===== src/verilog/eas_pkg.sv =====
// Constants, types and decode functions for the extended address select block
//////////////////////////////////////////////////////////////////////////////
// Contract
// - Bank register bit 7 set makes mode-following opcodes take 32-bit addresses.
// - Enter-4-byte command, taken only while bit 7 is 0, forces 32-bit addresses.
// - In 24-bit mode bank bit 0 supplies the fourth, high address byte.
// - In 24-bit mode three address bytes pick a byte inside the chosen bank.
// - Bank selection applies alike to read, program and erase commands.
// - Bank register is volatile and resets to bank 0.
// - Reads stream sequentially across the bank boundary with no added delay.
// - A read crossing banks leaves the bank register unchanged.
// - Bank value forms only the start address; increments ignore it.
// - Bank bit 0 maps to 0..00FFFFFFh when 0, up to 01FFFFFFh when 1.
// - Dedicated wide read opcodes always take a 32-bit address.
// - Dedicated wide program and erase opcodes always take a 32-bit address.
// - Dedicated wide unlock and guard opcodes always take a 32-bit address.
// - Standard read opcodes take 24 or 32 bits by current address mode.
// - Standard program and erase opcodes follow the current address mode.
// - Standard unlock and guard opcodes follow the current address mode.
// - Address bytes arrive most significant byte first, each MSB first.
// - Commands start with an 8-bit opcode; off-boundary chip select rise rejects.
package eas_pkg;
   // Register byte offsets on the bus
   localparam logic [3:0] EAS_REG_BANK = 4'h0;
   localparam logic [3:0] EAS_REG_STAT = 4'h4;
   localparam logic [3:0] EAS_REG_START = 4'h8;
   localparam logic [3:0] EAS_REG_CUR = 4'hc;
   // Bank register fields and reset value
   localparam int EAS_WIDE_BIT = 7;
   localparam int EAS_BANK_BIT = 0;
   localparam logic [7:0] EAS_BANK_MASK = 8'h81;
   localparam logic [7:0] EAS_BANK_RST = 8'h00;
   // Status register fields
   localparam int EAS_ST_ABORT_BIT = 0;
   localparam int EAS_ST_ENTER_BIT = 1;
   localparam int EAS_ST_WIDE_BIT = 2;
   localparam int EAS_ST_OP_LSB = 8;
   // Array size in address bits (32 Mbyte)
   localparam int EAS_ARRAY_BITS = 25;
   // Mode switch opcodes
   localparam logic [7:0] EAS_OP_ENTER4 = 8'hb7;
   localparam logic [7:0] EAS_OP_EXIT4 = 8'he9;

   typedef enum logic [1:0] {EAS_ADDR_NONE, EAS_ADDR_MODE, EAS_ADDR_FOUR} eas_addr_e;

   // Address length class of an opcode
   function automatic eas_addr_e eas_addr_class(input logic [7:0] op);
      case (op)
         8'h13, 8'h0c, 8'hbc, 8'h3c, 8'hec, 8'h6c, 8'h0e, 8'hbe, 8'hee: return EAS_ADDR_FOUR;
         8'h12, 8'h34, 8'h3e, 8'h21, 8'h5c, 8'hdc: return EAS_ADDR_FOUR;
         8'h25, 8'he0, 8'he1, 8'he2, 8'he3: return EAS_ADDR_FOUR;
         8'h03, 8'h0b, 8'hbb, 8'h3b, 8'heb, 8'h6b, 8'h0d, 8'hbd, 8'hed: return EAS_ADDR_MODE;
         8'h02, 8'h32, 8'h38, 8'hd7, 8'h20, 8'h52, 8'hd8: return EAS_ADDR_MODE;
         8'h26, 8'hfa, 8'hfb, 8'hfc, 8'hfd: return EAS_ADDR_MODE;
         default: return EAS_ADDR_NONE;
      endcase
   endfunction

   // Array read opcodes, which stream sequential data
   function automatic logic eas_is_read(input logic [7:0] op);
      case (op)
         8'h13, 8'h0c, 8'hbc, 8'h3c, 8'hec, 8'h6c, 8'h0e, 8'hbe, 8'hee,
         8'h03, 8'h0b, 8'hbb, 8'h3b, 8'heb, 8'h6b, 8'h0d, 8'hbd, 8'hed: return 1'b1;
         default: return 1'b0;
      endcase
   endfunction
endpackage


===== src/verilog/eas_sync.sv =====
// Two-stage synchroniser for pin inputs
`timescale 1ns/1ps
module eas_sync #(
   parameter int WIDTH = 3,
   parameter logic [WIDTH-1:0] RST_VAL = '0
) (
   input logic i_clk,
   input logic i_rst_n,
   input logic [WIDTH-1:0] i_async,
   output logic [WIDTH-1:0] o_sync
);
   logic [WIDTH-1:0] meta_q;

   // First stage feeds only the second stage
   always_ff @(posedge i_clk or negedge i_rst_n) begin
      if (!i_rst_n) begin
         meta_q <= RST_VAL;
         o_sync <= RST_VAL;
      end else begin
         meta_q <= i_async;
         o_sync <= meta_q;
      end
   end
endmodule // eas_sync


===== src/verilog/eas_byte_shift.sv =====
// Serial-in byte shifter with bit counter for the command stream
`timescale 1ns/1ps
module eas_byte_shift (
   input logic i_clk,
   input logic i_rst_n,
   input logic i_clr,
   input logic i_bit_en,
   input logic i_bit,
   output logic [7:0] o_byte,
   output logic o_byte_done,
   output logic o_aligned
);
   logic [2:0] cnt_q;
   logic [6:0] sh_q;

   // MSB first: earlier bits move toward the top
   always_ff @(posedge i_clk or negedge i_rst_n) begin
      if (!i_rst_n) begin
         cnt_q <= 3'h0;
         sh_q <= 7'h00;
      end else if (i_clr) begin
         cnt_q <= 3'h0;
      end else if (i_bit_en) begin
         cnt_q <= cnt_q + 3'h1;
         sh_q <= {sh_q[5:0], i_bit};
      end
   end

   // Byte pulse on the eighth bit
   always_ff @(posedge i_clk or negedge i_rst_n) begin
      if (!i_rst_n) begin
         o_byte <= 8'h00;
         o_byte_done <= 1'b0;
      end else begin
         o_byte_done <= i_bit_en && !i_clr && cnt_q == 3'h7;
         if (i_bit_en && !i_clr && cnt_q == 3'h7) begin
            o_byte <= {sh_q, i_bit};
         end
      end
   end

   assign o_aligned = (cnt_q == 3'h0);
endmodule // eas_byte_shift


===== src/verilog/eas_top.sv =====
// Address width and bank selection for the serial command decoder
//
// Decided for this implementation: the register offsets and the Avalon-MM interface to the registers.
`timescale 1ns/1ps
module eas_top
   import eas_pkg::*;
#(
   parameter int ARRAY_BITS = EAS_ARRAY_BITS
) (
   input logic i_clk,
   input logic i_arst_n,
   // Avalon-MM slave
   input logic [3:0] i_address,
   input logic i_read,
   input logic i_write,
   input logic [31:0] i_writedata,
   output logic [31:0] o_readdata,
   output logic o_waitrequest,
   // Serial link pins
   input logic i_cs_n,
   input logic i_sck,
   input logic i_si,
   // Decoded command towards the array
   output logic [7:0] o_op,
   output logic [31:0] o_start_addr,
   output logic o_start_valid,
   output logic [31:0] o_cur_addr,
   output logic o_data_tick,
   output logic o_abort,
   output logic o_wide_mode
);

   //////////////////////////////////////////////////////////////////////////////
   // Reset release and pin synchronisation

   logic rst_meta_q;
   logic rst_n;

   // Assert at once, release two edges later
   // Release is synchronised so no flop leaves reset a cycle before its neighbours
   always_ff @(posedge i_clk or negedge i_arst_n) begin
      if (!i_arst_n) begin
         rst_meta_q <= 1'b0;
         rst_n <= 1'b0;
      end else begin
         rst_meta_q <= 1'b1;
         rst_n <= rst_meta_q;
      end
   end

   logic [2:0] pins_s;
   logic cs_n_s;
   logic sck_s;
   logic si_s;

   eas_sync #(
      .WIDTH(3),
      .RST_VAL(3'h4)
   ) u_sync (
      .i_clk(i_clk),
      .i_rst_n(rst_n),
      .i_async({i_cs_n, i_sck, i_si}),
      .o_sync(pins_s)
   );

   assign cs_n_s = pins_s[2];
   assign sck_s = pins_s[1];
   assign si_s = pins_s[0];

   logic sck_prev_q;
   logic cs_prev_q;

   // Edge memory on synchronised copies only
   always_ff @(posedge i_clk or negedge rst_n) begin
      if (!rst_n) begin
         sck_prev_q <= 1'b0;
         cs_prev_q <= 1'b1;
      end else begin
         sck_prev_q <= sck_s;
         cs_prev_q <= cs_n_s;
      end
   end

   logic bit_en;
   logic cs_rise;
   logic cs_fall;

   // Data is latched on the rising serial clock while selected
   assign bit_en = sck_s && !sck_prev_q && !cs_n_s;
   assign cs_rise = cs_n_s && !cs_prev_q;
   assign cs_fall = !cs_n_s && cs_prev_q;

   logic [7:0] rx_byte;
   logic rx_done;
   logic rx_aligned;

   eas_byte_shift u_shift (
      .i_clk(i_clk),
      .i_rst_n(rst_n),
      .i_clr(cs_n_s),
      .i_bit_en(bit_en),
      .i_bit(si_s),
      .o_byte(rx_byte),
      .o_byte_done(rx_done),
      .o_aligned(rx_aligned)
   );

   //////////////////////////////////////////////////////////////////////////////
   // Mode state

   logic [7:0] bank_q;
   logic enter4_q;
   logic wide;

   // Either source of 32-bit mode is enough
   assign wide = bank_q[EAS_WIDE_BIT] || enter4_q;

   //////////////////////////////////////////////////////////////////////////////
   // Command sequencer

   typedef enum logic [2:0] {
      EAS_ST_OPCODE,
      EAS_ST_ADDR,
      EAS_ST_DATA,
      EAS_ST_SWITCH,
      EAS_ST_HOLD
   } eas_state_e;

   eas_state_e state_q;
   logic [7:0] op_q;
   logic [2:0] left_q;
   logic [23:0] addr_sh_q;
   logic addr_last;
   logic [31:0] start_d;
   logic switch_ok;
   logic [31:0] cur_next;
   // Set at the opcode byte in 24-bit mode for any opcode outside the dedicated 32-bit set; the width
   // is frozen at the opcode byte, so a bank write in mid-command cannot change
   // how many address bytes are expected
   logic short_q;

   // Last address byte of the current command
   assign addr_last = (state_q == EAS_ST_ADDR) && rx_done && left_q == 3'h1;
   // Mode switch acts only on a clean single-byte command
   assign switch_ok = cs_rise && state_q == EAS_ST_SWITCH && rx_aligned;

   // Start address: bank bit on top in 24-bit mode, received byte in 32-bit mode
   always_comb begin
      start_d = {addr_sh_q, rx_byte};
      if (left_q == 3'h1 && short_q) begin
         start_d = {7'h00, bank_q[EAS_BANK_BIT], addr_sh_q[15:0], rx_byte};
      end
   end

   // Sequential address stays within the array and ignores the bank bit
   // It wraps to zero past the top; ending the read there is the array side's job
   assign cur_next = {{(32 - ARRAY_BITS){1'b0}}, o_cur_addr[ARRAY_BITS-1:0] + ARRAY_BITS'(1)};

   // Phase of the command in progress
   always_ff @(posedge i_clk or negedge rst_n) begin
      if (!rst_n) begin
         state_q <= EAS_ST_OPCODE;
      end else if (cs_n_s) begin
         state_q <= EAS_ST_OPCODE;
      end else if (rx_done) begin
         case (state_q)
            EAS_ST_OPCODE: begin
               if (rx_byte == EAS_OP_ENTER4 || rx_byte == EAS_OP_EXIT4) begin
                  state_q <= EAS_ST_SWITCH;
               end else if (eas_addr_class(rx_byte) != EAS_ADDR_NONE) begin
                  state_q <= EAS_ST_ADDR;
               end else begin
                  state_q <= EAS_ST_HOLD;
               end
            end
            EAS_ST_ADDR: begin
               if (left_q == 3'h1) begin
                  state_q <= EAS_ST_DATA;
               end
            end
            EAS_ST_SWITCH: state_q <= EAS_ST_HOLD;
            EAS_ST_DATA: state_q <= EAS_ST_DATA;
            EAS_ST_HOLD: state_q <= EAS_ST_HOLD;
            default: state_q <= EAS_ST_HOLD;
         endcase
      end
   end

   // Opcode and address length chosen when the first byte completes
   always_ff @(posedge i_clk or negedge rst_n) begin
      if (!rst_n) begin
         op_q <= 8'h00;
         left_q <= 3'h0;
         short_q <= 1'b0;
      end else if (rx_done && state_q == EAS_ST_OPCODE && !cs_n_s) begin
         op_q <= rx_byte;
         if (eas_addr_class(rx_byte) == EAS_ADDR_FOUR) begin
            left_q <= 3'h4;
            short_q <= 1'b0;
         end else if (wide) begin
            left_q <= 3'h4;
            short_q <= 1'b0;
         end else begin
            left_q <= 3'h3;
            short_q <= 1'b1;
         end
      end else if (rx_done && state_q == EAS_ST_ADDR && !cs_n_s) begin
         left_q <= left_q - 3'h1;
      end
   end

   // Address bytes shift in most significant first
   always_ff @(posedge i_clk or negedge rst_n) begin
      if (!rst_n) begin
         addr_sh_q <= 24'h000000;
      end else if (cs_fall) begin
         addr_sh_q <= 24'h000000;
      end else if (rx_done && state_q == EAS_ST_ADDR) begin
         addr_sh_q <= {addr_sh_q[15:0], rx_byte};
      end
   end

   // Start address: one pulse when the address phase completes
   always_ff @(posedge i_clk or negedge rst_n) begin
      if (!rst_n) begin
         o_start_addr <= 32'h00000000;
         o_start_valid <= 1'b0;
         o_op <= 8'h00;
      end else begin
         o_start_valid <= addr_last && !cs_n_s;
         if (addr_last && !cs_n_s) begin
            o_start_addr <= start_d;
            o_op <= op_q;
         end
      end
   end

   // Read streaming: one address step per data byte, no pause at the bank edge
   always_ff @(posedge i_clk or negedge rst_n) begin
      if (!rst_n) begin
         o_cur_addr <= 32'h00000000;
         o_data_tick <= 1'b0;
      end else begin
         o_data_tick <= 1'b0;
         if (addr_last && !cs_n_s) begin
            o_cur_addr <= start_d;
         end else if (rx_done && state_q == EAS_ST_DATA && eas_is_read(op_q)) begin
            o_cur_addr <= cur_next;
            o_data_tick <= 1'b1;
         end
      end
   end

   // Chip select rising mid-byte rejects the command
   // Only the bit count is looked at, so a partial trailing data byte rejects too
   always_ff @(posedge i_clk or negedge rst_n) begin
      if (!rst_n) begin
         o_abort <= 1'b0;
      end else begin
         o_abort <= cs_rise && !rx_aligned;
      end
   end

   // Sticky copy of the reject for software
   logic abort_seen_q;
   logic bus_take;
   logic stat_clear;

   assign bus_take = (i_read || i_write) && !o_waitrequest;
   assign stat_clear = bus_take && i_write && i_address[3:2] == EAS_REG_STAT[3:2] && i_writedata[EAS_ST_ABORT_BIT];

   // Set wins over a clear in the same cycle
   always_ff @(posedge i_clk or negedge rst_n) begin
      if (!rst_n) begin
         abort_seen_q <= 1'b0;
      end else if (cs_rise && !rx_aligned) begin
         abort_seen_q <= 1'b1;
      end else if (stat_clear) begin
         abort_seen_q <= 1'b0;
      end
   end

   // Enter-4-byte only latches while the bank wide bit is clear
   always_ff @(posedge i_clk or negedge rst_n) begin
      if (!rst_n) begin
         enter4_q <= 1'b0;
      end else if (switch_ok && op_q == EAS_OP_ENTER4 && !bank_q[EAS_WIDE_BIT]) begin
         enter4_q <= 1'b1;
      end else if (switch_ok && op_q == EAS_OP_EXIT4) begin
         enter4_q <= 1'b0;
      end
   end

   // Mode flag seen by the array side
   always_ff @(posedge i_clk or negedge rst_n) begin
      if (!rst_n) begin
         o_wide_mode <= 1'b0;
      end else begin
         o_wide_mode <= wide;
      end
   end

   //////////////////////////////////////////////////////////////////////////////
   // Register bus

   // Bank register: volatile, bank 0 at reset; only software writes it
   always_ff @(posedge i_clk or negedge rst_n) begin
      if (!rst_n) begin
         bank_q <= EAS_BANK_RST;
      end else if (bus_take && i_write && i_address[3:2] == EAS_REG_BANK[3:2]) begin
         bank_q <= i_writedata[7:0] & EAS_BANK_MASK;
      end
   end

   // Request is answered one cycle after it appears, every access costs two edges
   // The fixed wait state keeps read data registered, at the price of bus bandwidth
   always_ff @(posedge i_clk or negedge rst_n) begin
      if (!rst_n) begin
         o_waitrequest <= 1'b1;
      end else if ((i_read || i_write) && o_waitrequest) begin
         o_waitrequest <= 1'b0;
      end else begin
         o_waitrequest <= 1'b1;
      end
   end

   // Read data prepared alongside the waitrequest drop; only address bits 3:2 decode, so every offset reads one of the four registers
   always_ff @(posedge i_clk or negedge rst_n) begin
      if (!rst_n) begin
         o_readdata <= 32'h00000000;
      end else if (i_read && o_waitrequest) begin
         case (i_address[3:2])
            EAS_REG_BANK[3:2]: o_readdata <= {24'h000000, bank_q};
            EAS_REG_STAT[3:2]: o_readdata <= {16'h0000, op_q, 5'h00, wide, enter4_q, abort_seen_q};
            EAS_REG_START[3:2]: o_readdata <= o_start_addr;
            EAS_REG_CUR[3:2]: o_readdata <= o_cur_addr;
            default: o_readdata <= 32'h00000000;
         endcase
      end
   end

endmodule // eas_top


===== config.mk =====
export PLATFORM = sky130hd
export DESIGN_NAME = eas_top
export DESIGN_NICKNAME = d
export VERILOG_FILES = /design/src/verilog/eas_pkg.sv /design/src/verilog/eas_sync.sv /design/src/verilog/eas_byte_shift.sv /design/src/verilog/eas_top.sv
export SDC_FILE = /design/constraint.sdc
export NUM_CORES = 1
export LEC_CHECK = 0
export BUFFER_PORTS_ARGS = -buffer_cell sky130_fd_sc_hd__buf_2
export CORE_MARGIN = 1.5
export CORE_UTILIZATION = 40
export DETAILED_ROUTE_END_ITERATION = 7
export PLACE_DENSITY = 0.61
export SYNTH_ARGS = -nofsm -noshare
export SYNTH_HDL_FRONTEND = slang
export SYNTH_SLANG_ARGS = --single-unit

===== constraint.sdc =====
create_clock -name i_clk -period 6.7 [get_ports i_clk]
set_input_delay 1.34 -clock i_clk [delete_from_list [all_inputs] [get_ports i_clk]]
set_output_delay 1.34 -clock i_clk [all_outputs]
set_load 0.02 [all_outputs]

Yosys cells after proc, flatten, opt, wreduce, memory -nomap -nowiden
Index checks and enable logic that the tools add are counted.
Word-level totals
  output and inout bits: 109
  register bits after elaboration: 181
Operators by class
  bitwise operators: 1
  add/sub/neg operators: 3
  equal/unequal tests: 73
  reduce and logical (&&, ||, !) cells: 53
  mux-type cells: 35
Operators with widths (number)
  8-bit == test, second input constant: 31
  32-bit case mux with 4 select lines: 1
  8-bit by 6-bit == test with 1-bit output, second input constant: 12
  32-bit two-way mux: 3
  8-bit by 4-bit == test with 1-bit output, second input constant: 8
  8-bit by 7-bit == test with 1-bit output, second input constant: 6
  24-bit two-way mux: 2
  3-bit two-way mux: 11
  1-bit logical AND: 28
  25-bit by 1-bit adder with 25-bit output, second input constant: 1
  8-bit by 2-bit == test with 1-bit output, second input constant: 3
  8-bit by 5-bit == test with 1-bit output, second input constant: 3
  21-bit OR reduction: 1
  20-bit OR reduction: 1
  18-bit OR reduction: 1
  2-bit nonzero test: 8
  1-bit two-way mux: 11
  2-bit two-way mux: 5
  3-bit case mux with 3 select lines: 1
  2-bit == test, second input constant: 3
  3-bit by 1-bit == test with 1-bit output, second input constant: 2
  3-bit by 2-bit == test with 1-bit output, second input constant: 2
  1-bit zero test: 6
  3-bit zero test: 2
  other kinds (10): 13

Depth between registers and ports, before layout
  depth in word-level cells: 13
  depth in mapped cells: 10

By module
A second synthesis with hierarchy kept.
Second synthesis, totals
  cell total of the unflattened synthesis: 781
  area total of the unflattened synthesis: 8390.5 um2
Modules (own cells, without submodules)
  eas_top: sequential area each 3906.2 um2, cells an instance 724, instances 1, area each 7415.9 um2
  eas_byte_shift: sequential area each 475.5 um2, cells an instance 51, instances 1, area each 822.0 um2
  eas_sync: sequential area each 152.6 um2, cells an instance 6, instances 1, area each 152.6 um2

Worst setup path before layout
OpenSTA, ideal clock, no wires.
  path kind: input -> register
  from: input i_address[3]
  to: register bank_q[0]
  arrival: 2.443 ns
  stages on the path: 4
  required time: 6.575 ns
  path buffers: 1
  path slack: 4.132 ns
  setup time: 0.125 ns
  cells stage by stage: clkbuf_1 > or3b_2 > nor2_1 > mux2_2
On the way
  word-level cells in the longest chain between the ends: 2
RTL lines
  start: declaration: RTL line eas_top.sv:13  | input logic [3:0] i_address,
  2-bit zero test: RTL line eas_top.sv:310  | end else if (bus_take && i_write && i_address[3:2] == EAS_REG_BANK[3:2]) begin
  1-bit logical AND: RTL line eas_top.sv:310
  end signal: assignment: RTL line eas_top.sv:311  | bank_q <= i_writedata[7:0] & EAS_BANK_MASK;
  end: declaration: RTL line eas_top.sv:111  | logic [7:0] bank_q;
Every way passes these cells.
A chain may end at the register's enable or synchronous reset.

Worst setup path after layout
  from: register state_q[2]
  to: register o_cur_addr[23]
On the way
  word-level cells in the longest chain between the ends: 5
RTL lines
  start: declaration: RTL line eas_top.sv:129  | eas_state_e state_q;
  start signal: assignment: RTL line eas_top.sv:162  | state_q <= EAS_ST_OPCODE;
  start signal: assignment: RTL line eas_top.sv:164  | state_q <= EAS_ST_OPCODE;
  start signal: assignment: RTL line eas_top.sv:169  | state_q <= EAS_ST_SWITCH;
  3-bit by 1-bit == test with 1-bit output: RTL line eas_top.sv:143  | assign addr_last = (state_q == EAS_ST_ADDR) && rx_done && left_q == 3'h1;
  1-bit logical AND (2 in a row): RTL line eas_top.sv:143
  1-bit logical AND: RTL line eas_top.sv:245  | if (addr_last && !cs_n_s) begin
  32-bit two-way mux / 2-bit nonzero test (equally long branches)
  end signal: assignment: RTL line eas_top.sv:246  | o_cur_addr <= start_d;
  end signal: assignment: RTL line eas_top.sv:248  | o_cur_addr <= cur_next;
  end: declaration: RTL line eas_top.sv:27  | output logic [31:0] o_cur_addr,
Several ways; a longest one is shown, not always the timed one.

==> results.sh <==
export IMPL_status="complete, no violations"
export IMPL_path_max_fanout=47
export IMPL_required_ns=6.99
export IMPL_overflow=0
export IMPL_finalSetupViolations=0
export IMPL_start_kind="register"
export IMPL_yosys_top_cells_count="210 x nand2_1, 177 x dfrtp_1, 72 x o21ai_0"
export IMPL_ctsResizeCount=0
export IMPL_fin_skew_ns=0.00899
export IMPL_netlist_area_leader_share_pct=53.7
export IMPL_root_buffer="clkbuf_16"
export IMPL_final_hold_viol_count=0
export IMPL_viasPerCell=5.36
export IMPL_clock_path_buffers=2
export IMPL_start_util_pct=40.8
export IMPL_finish_utilization_pct=47.5
export IMPL_cp_num_buf_inv=4
export IMPL_core_area_um2=20200
export IMPL_grt_max_degree=150
export IMPL_drc_errors=0
export IMPL_antenna_found_initial=1
export IMPL_dr_pass1_iters=5
export IMPL_ys_ff_latch=181
export IMPL_synth_area_leaders="dfrtp_1 54%, nand2_1 9.6%, mux2_2 4.6%, o21ai_0 4.4%, mux2i_1 3.2%"
export IMPL_ir_drop_mv=0.161
export IMPL_cap_viol_max_count=0
export IMPL_p_per_area_nw_per_um2=234
export IMPL_worstPathArrival_ns=3.09
export IMPL_critPathSlowestCell="buf_4"
export IMPL_grt_pass1_vias=6194
export IMPL_postSynth_asyncResetShare_pct=100
export IMPL_syn_to_final_growth_pct=16.5
export IMPL_period_share_pct=41.8
export IMPL_vias=6473
export IMPL_die_y_um=147
export IMPL_use_met3_pct=3.16
export IMPL_dieArea_um2=21500
export IMPL_rows=52
export IMPL_critPathMaxStageDelay_ns=0.40
export IMPL_total_power_mw=2.25
export IMPL_die_w_um=147
export IMPL_period_needed_ns=2.80
export IMPL_synthCells=836
export IMPL_wl_per_cell_um=17.7
export IMPL_cts_made_buffers=17
export IMPL_yosysTopAreaCell="dfrtp_1"
export IMPL_tns_ns=0
export IMPL_synth_net_count=885
export IMPL_slew_headroom_pct=29.0
export IMPL_final_nets=975
export IMPL_drt_initial_drc_count=511
export IMPL_place_area_um2=9020
export IMPL_cts_tree="yes"
export IMPL_netlist_area_um2=8250
export IMPL_rsz0062_at_grt="no"
export IMPL_drt_wl_total_um=21300
export IMPL_slew_viol_final=0
export IMPL_portBuffers=119
export IMPL_path_common_cell="buf_4"
export IMPL_grtUsageMet1_pct=29.7
export IMPL_drive_gt1_share_pct=23.0
export IMPL_antenna_cells=0
export IMPL_cpLargestDelayFamily="buffers and inverters"
export IMPL_endpoint_kind="register"
export IMPL_grt_busiest_layer="met2"
export IMPL_worst_pin_slew_ns=1.06
export IMPL_yosys_warnings=0
export IMPL_final_area_um2=9610
export IMPL_hold_buffers=0
export IMPL_crit_chain="nand2b_1 > nor3_4 > nand3_2 > buf_4 > inv_2 > buf_4 > nor2_1 > buf_4 > o21ai_0 > o311ai_0"
export IMPL_rr_endpoint="o_cur_addr[23]$_DFFE_PN0P_"
export IMPL_clock_latency_ns=0.43
export IMPL_reg2regPathDepth=10
export IMPL_worstHoldPathType="register to async pin"
export IMPL_hpwl_um=13900
export IMPL_synth_edff_count=0
export IMPL_layout_cells_non_filler=1208
export IMPL_io_pins=152
export IMPL_place_inst=1177
export IMPL_clkSinkCount=181
export IMPL_path_clk_slew_ns=0.07
export IMPL_htreeDepth=4
export IMPL_postCtsSetupRepairBufs=0
export IMPL_synth_most_common_cell="nand2_1"
export IMPL_track_usage_pct=20.4
export IMPL_r2r_start="state_q[2]$_DFFE_PN0P_"
export IMPL_regToRegSetupSlack_ns=3.90
export IMPL_synth_seq_area_share_pct=55.0
export IMPL_avgSynthCellArea_um2=9.86
export IMPL_synth_ff_type="dfrtp_1"
export IMPL_yosysUniqueCellTypes=65
export IMPL_use_met2_pct=30.9
export IMPL_p_leak_nw=4.72
export IMPL_gp_congestion=0.826
export IMPL_grt_pass1_wl_um=34400
export IMPL_path_class="register to register"
export IMPL_antenna_left=0
export IMPL_fmax_mhz=357
## worst max path at each step
stage	startpoint	to	slack, ns	cells past startpoint
floorplan	rst_n$_DFF_PN0_	abort_seen_q$_DFFE_PN0P_	1.29	0
global placement	i_address[2]	o_readdata[15]$_DFFE_PN0P_	3.58	5
detailed placement	i_address[3]	o_readdata[22]$_DFFE_PN0P_	3.55	3
CTS	state_q[2]$_DFFE_PN0P_	o_cur_addr[19]$_DFFE_PN0P_	3.89	10
global route	state_q[2]$_DFFE_PN0P_	o_cur_addr[15]$_DFFE_PN0P_	3.63	10
finish	state_q[2]$_DFFE_PN0P_	o_cur_addr[23]$_DFFE_PN0P_	3.90	10
## registers in the layout, summed over array words and instances (netlist names), 7 cells and up
register        count
addr_sh_q          24
o_cur_addr         32
o_op                8
o_readdata         32
o_start_addr       32
op_q                8
u_shift.o_byte      8
u_shift.sh_q        7
## logic make-up after synthesis
logic type | count (synthesis) | synth area share (%)
adder cells (fa/ha/maj) | 6 | 0.910
XOR/XNOR | 7 | 0.743
flip-flops | 181 | 55.0
AO/OA/AOI/OAI | 178 | 13.3
AND/OR/NAND/NOR | 330 | 18.3
buffers and inverters | 72 | 3.64
other | 1 | 0.0455
multiplexers | 61 | 8.07
## report_power, final
| part | internal [mW] | total [mW] | switching [mW] |
|---|---|---|---|
| combinational | 0.0362 | 0.0964 | 0.0603 |
| clock | 0.571 | 0.999 | 0.428 |
| sequential | 1.13 | 1.15 | 0.0259 |
| total | 1.73 | 2.25 | 0.514 |
## worst reg2reg max path, stage by stage, from the launching register on
cell      delay (ns)
dfrtp_1         0.39
nand2b_1        0.24
nor3_4          0.33
nand3_2         0.11
buf_4           0.33
inv_2           0.10
buf_4           0.40
nor2_1          0.19
buf_4           0.25
o21ai_0         0.18
o311ai_0        0.15
## cell usage in the layout, fill, tap and decap left out, drive strengths merged, types with 3 or more instances in the layout
master	instances
mux2i	26
a21oi	36
buf	128
dfrtp	177
nor2b	6
nor4	5
nand3	20
nand2	210
nand4	5
o22ai	3
o21ai	72
ha	6
a31oi	11
nor3	12
or2	4
a221o	3
clkinvlp	4
dfstp	4
a22oi	12
nand4b	4
and3	6
nor2	31
mux2	34
o311ai	6
o211ai	9
inv	17
xor2	5
or3b	3
clkbuf	21
nand2b	10
and2	3
a22o	14
## metrics by stage
stage               setup WS [ns]  hold slack [ns]
finish                       3.90            0.269
global placement             3.58            0.291
CTS                          3.89            0.304
detailed placement           3.55            0.299
floorplan                    1.29            0.331
global route                 3.63            0.314
## layer usage
layer  part of all wire [%]  up-vias
met5                      0        -
met4                    1.9        0
met3                    4.7       28
met2                     45      168
met1                     49     3197
li1                       -     3080
## layout make-up
class | count | area (um^2)
clock inverters | 10 | 124
flip-flops and latches | 181 | 4540
repair buffers | 128 | 676
fillers | 1880 | 10600
inverters | 15 | 56.3
multi-input cells | 583 | 3420
clock buffers | 21 | 460
well taps | 270 | 338
No activity file was read; power rests on OpenSTA's default activity.
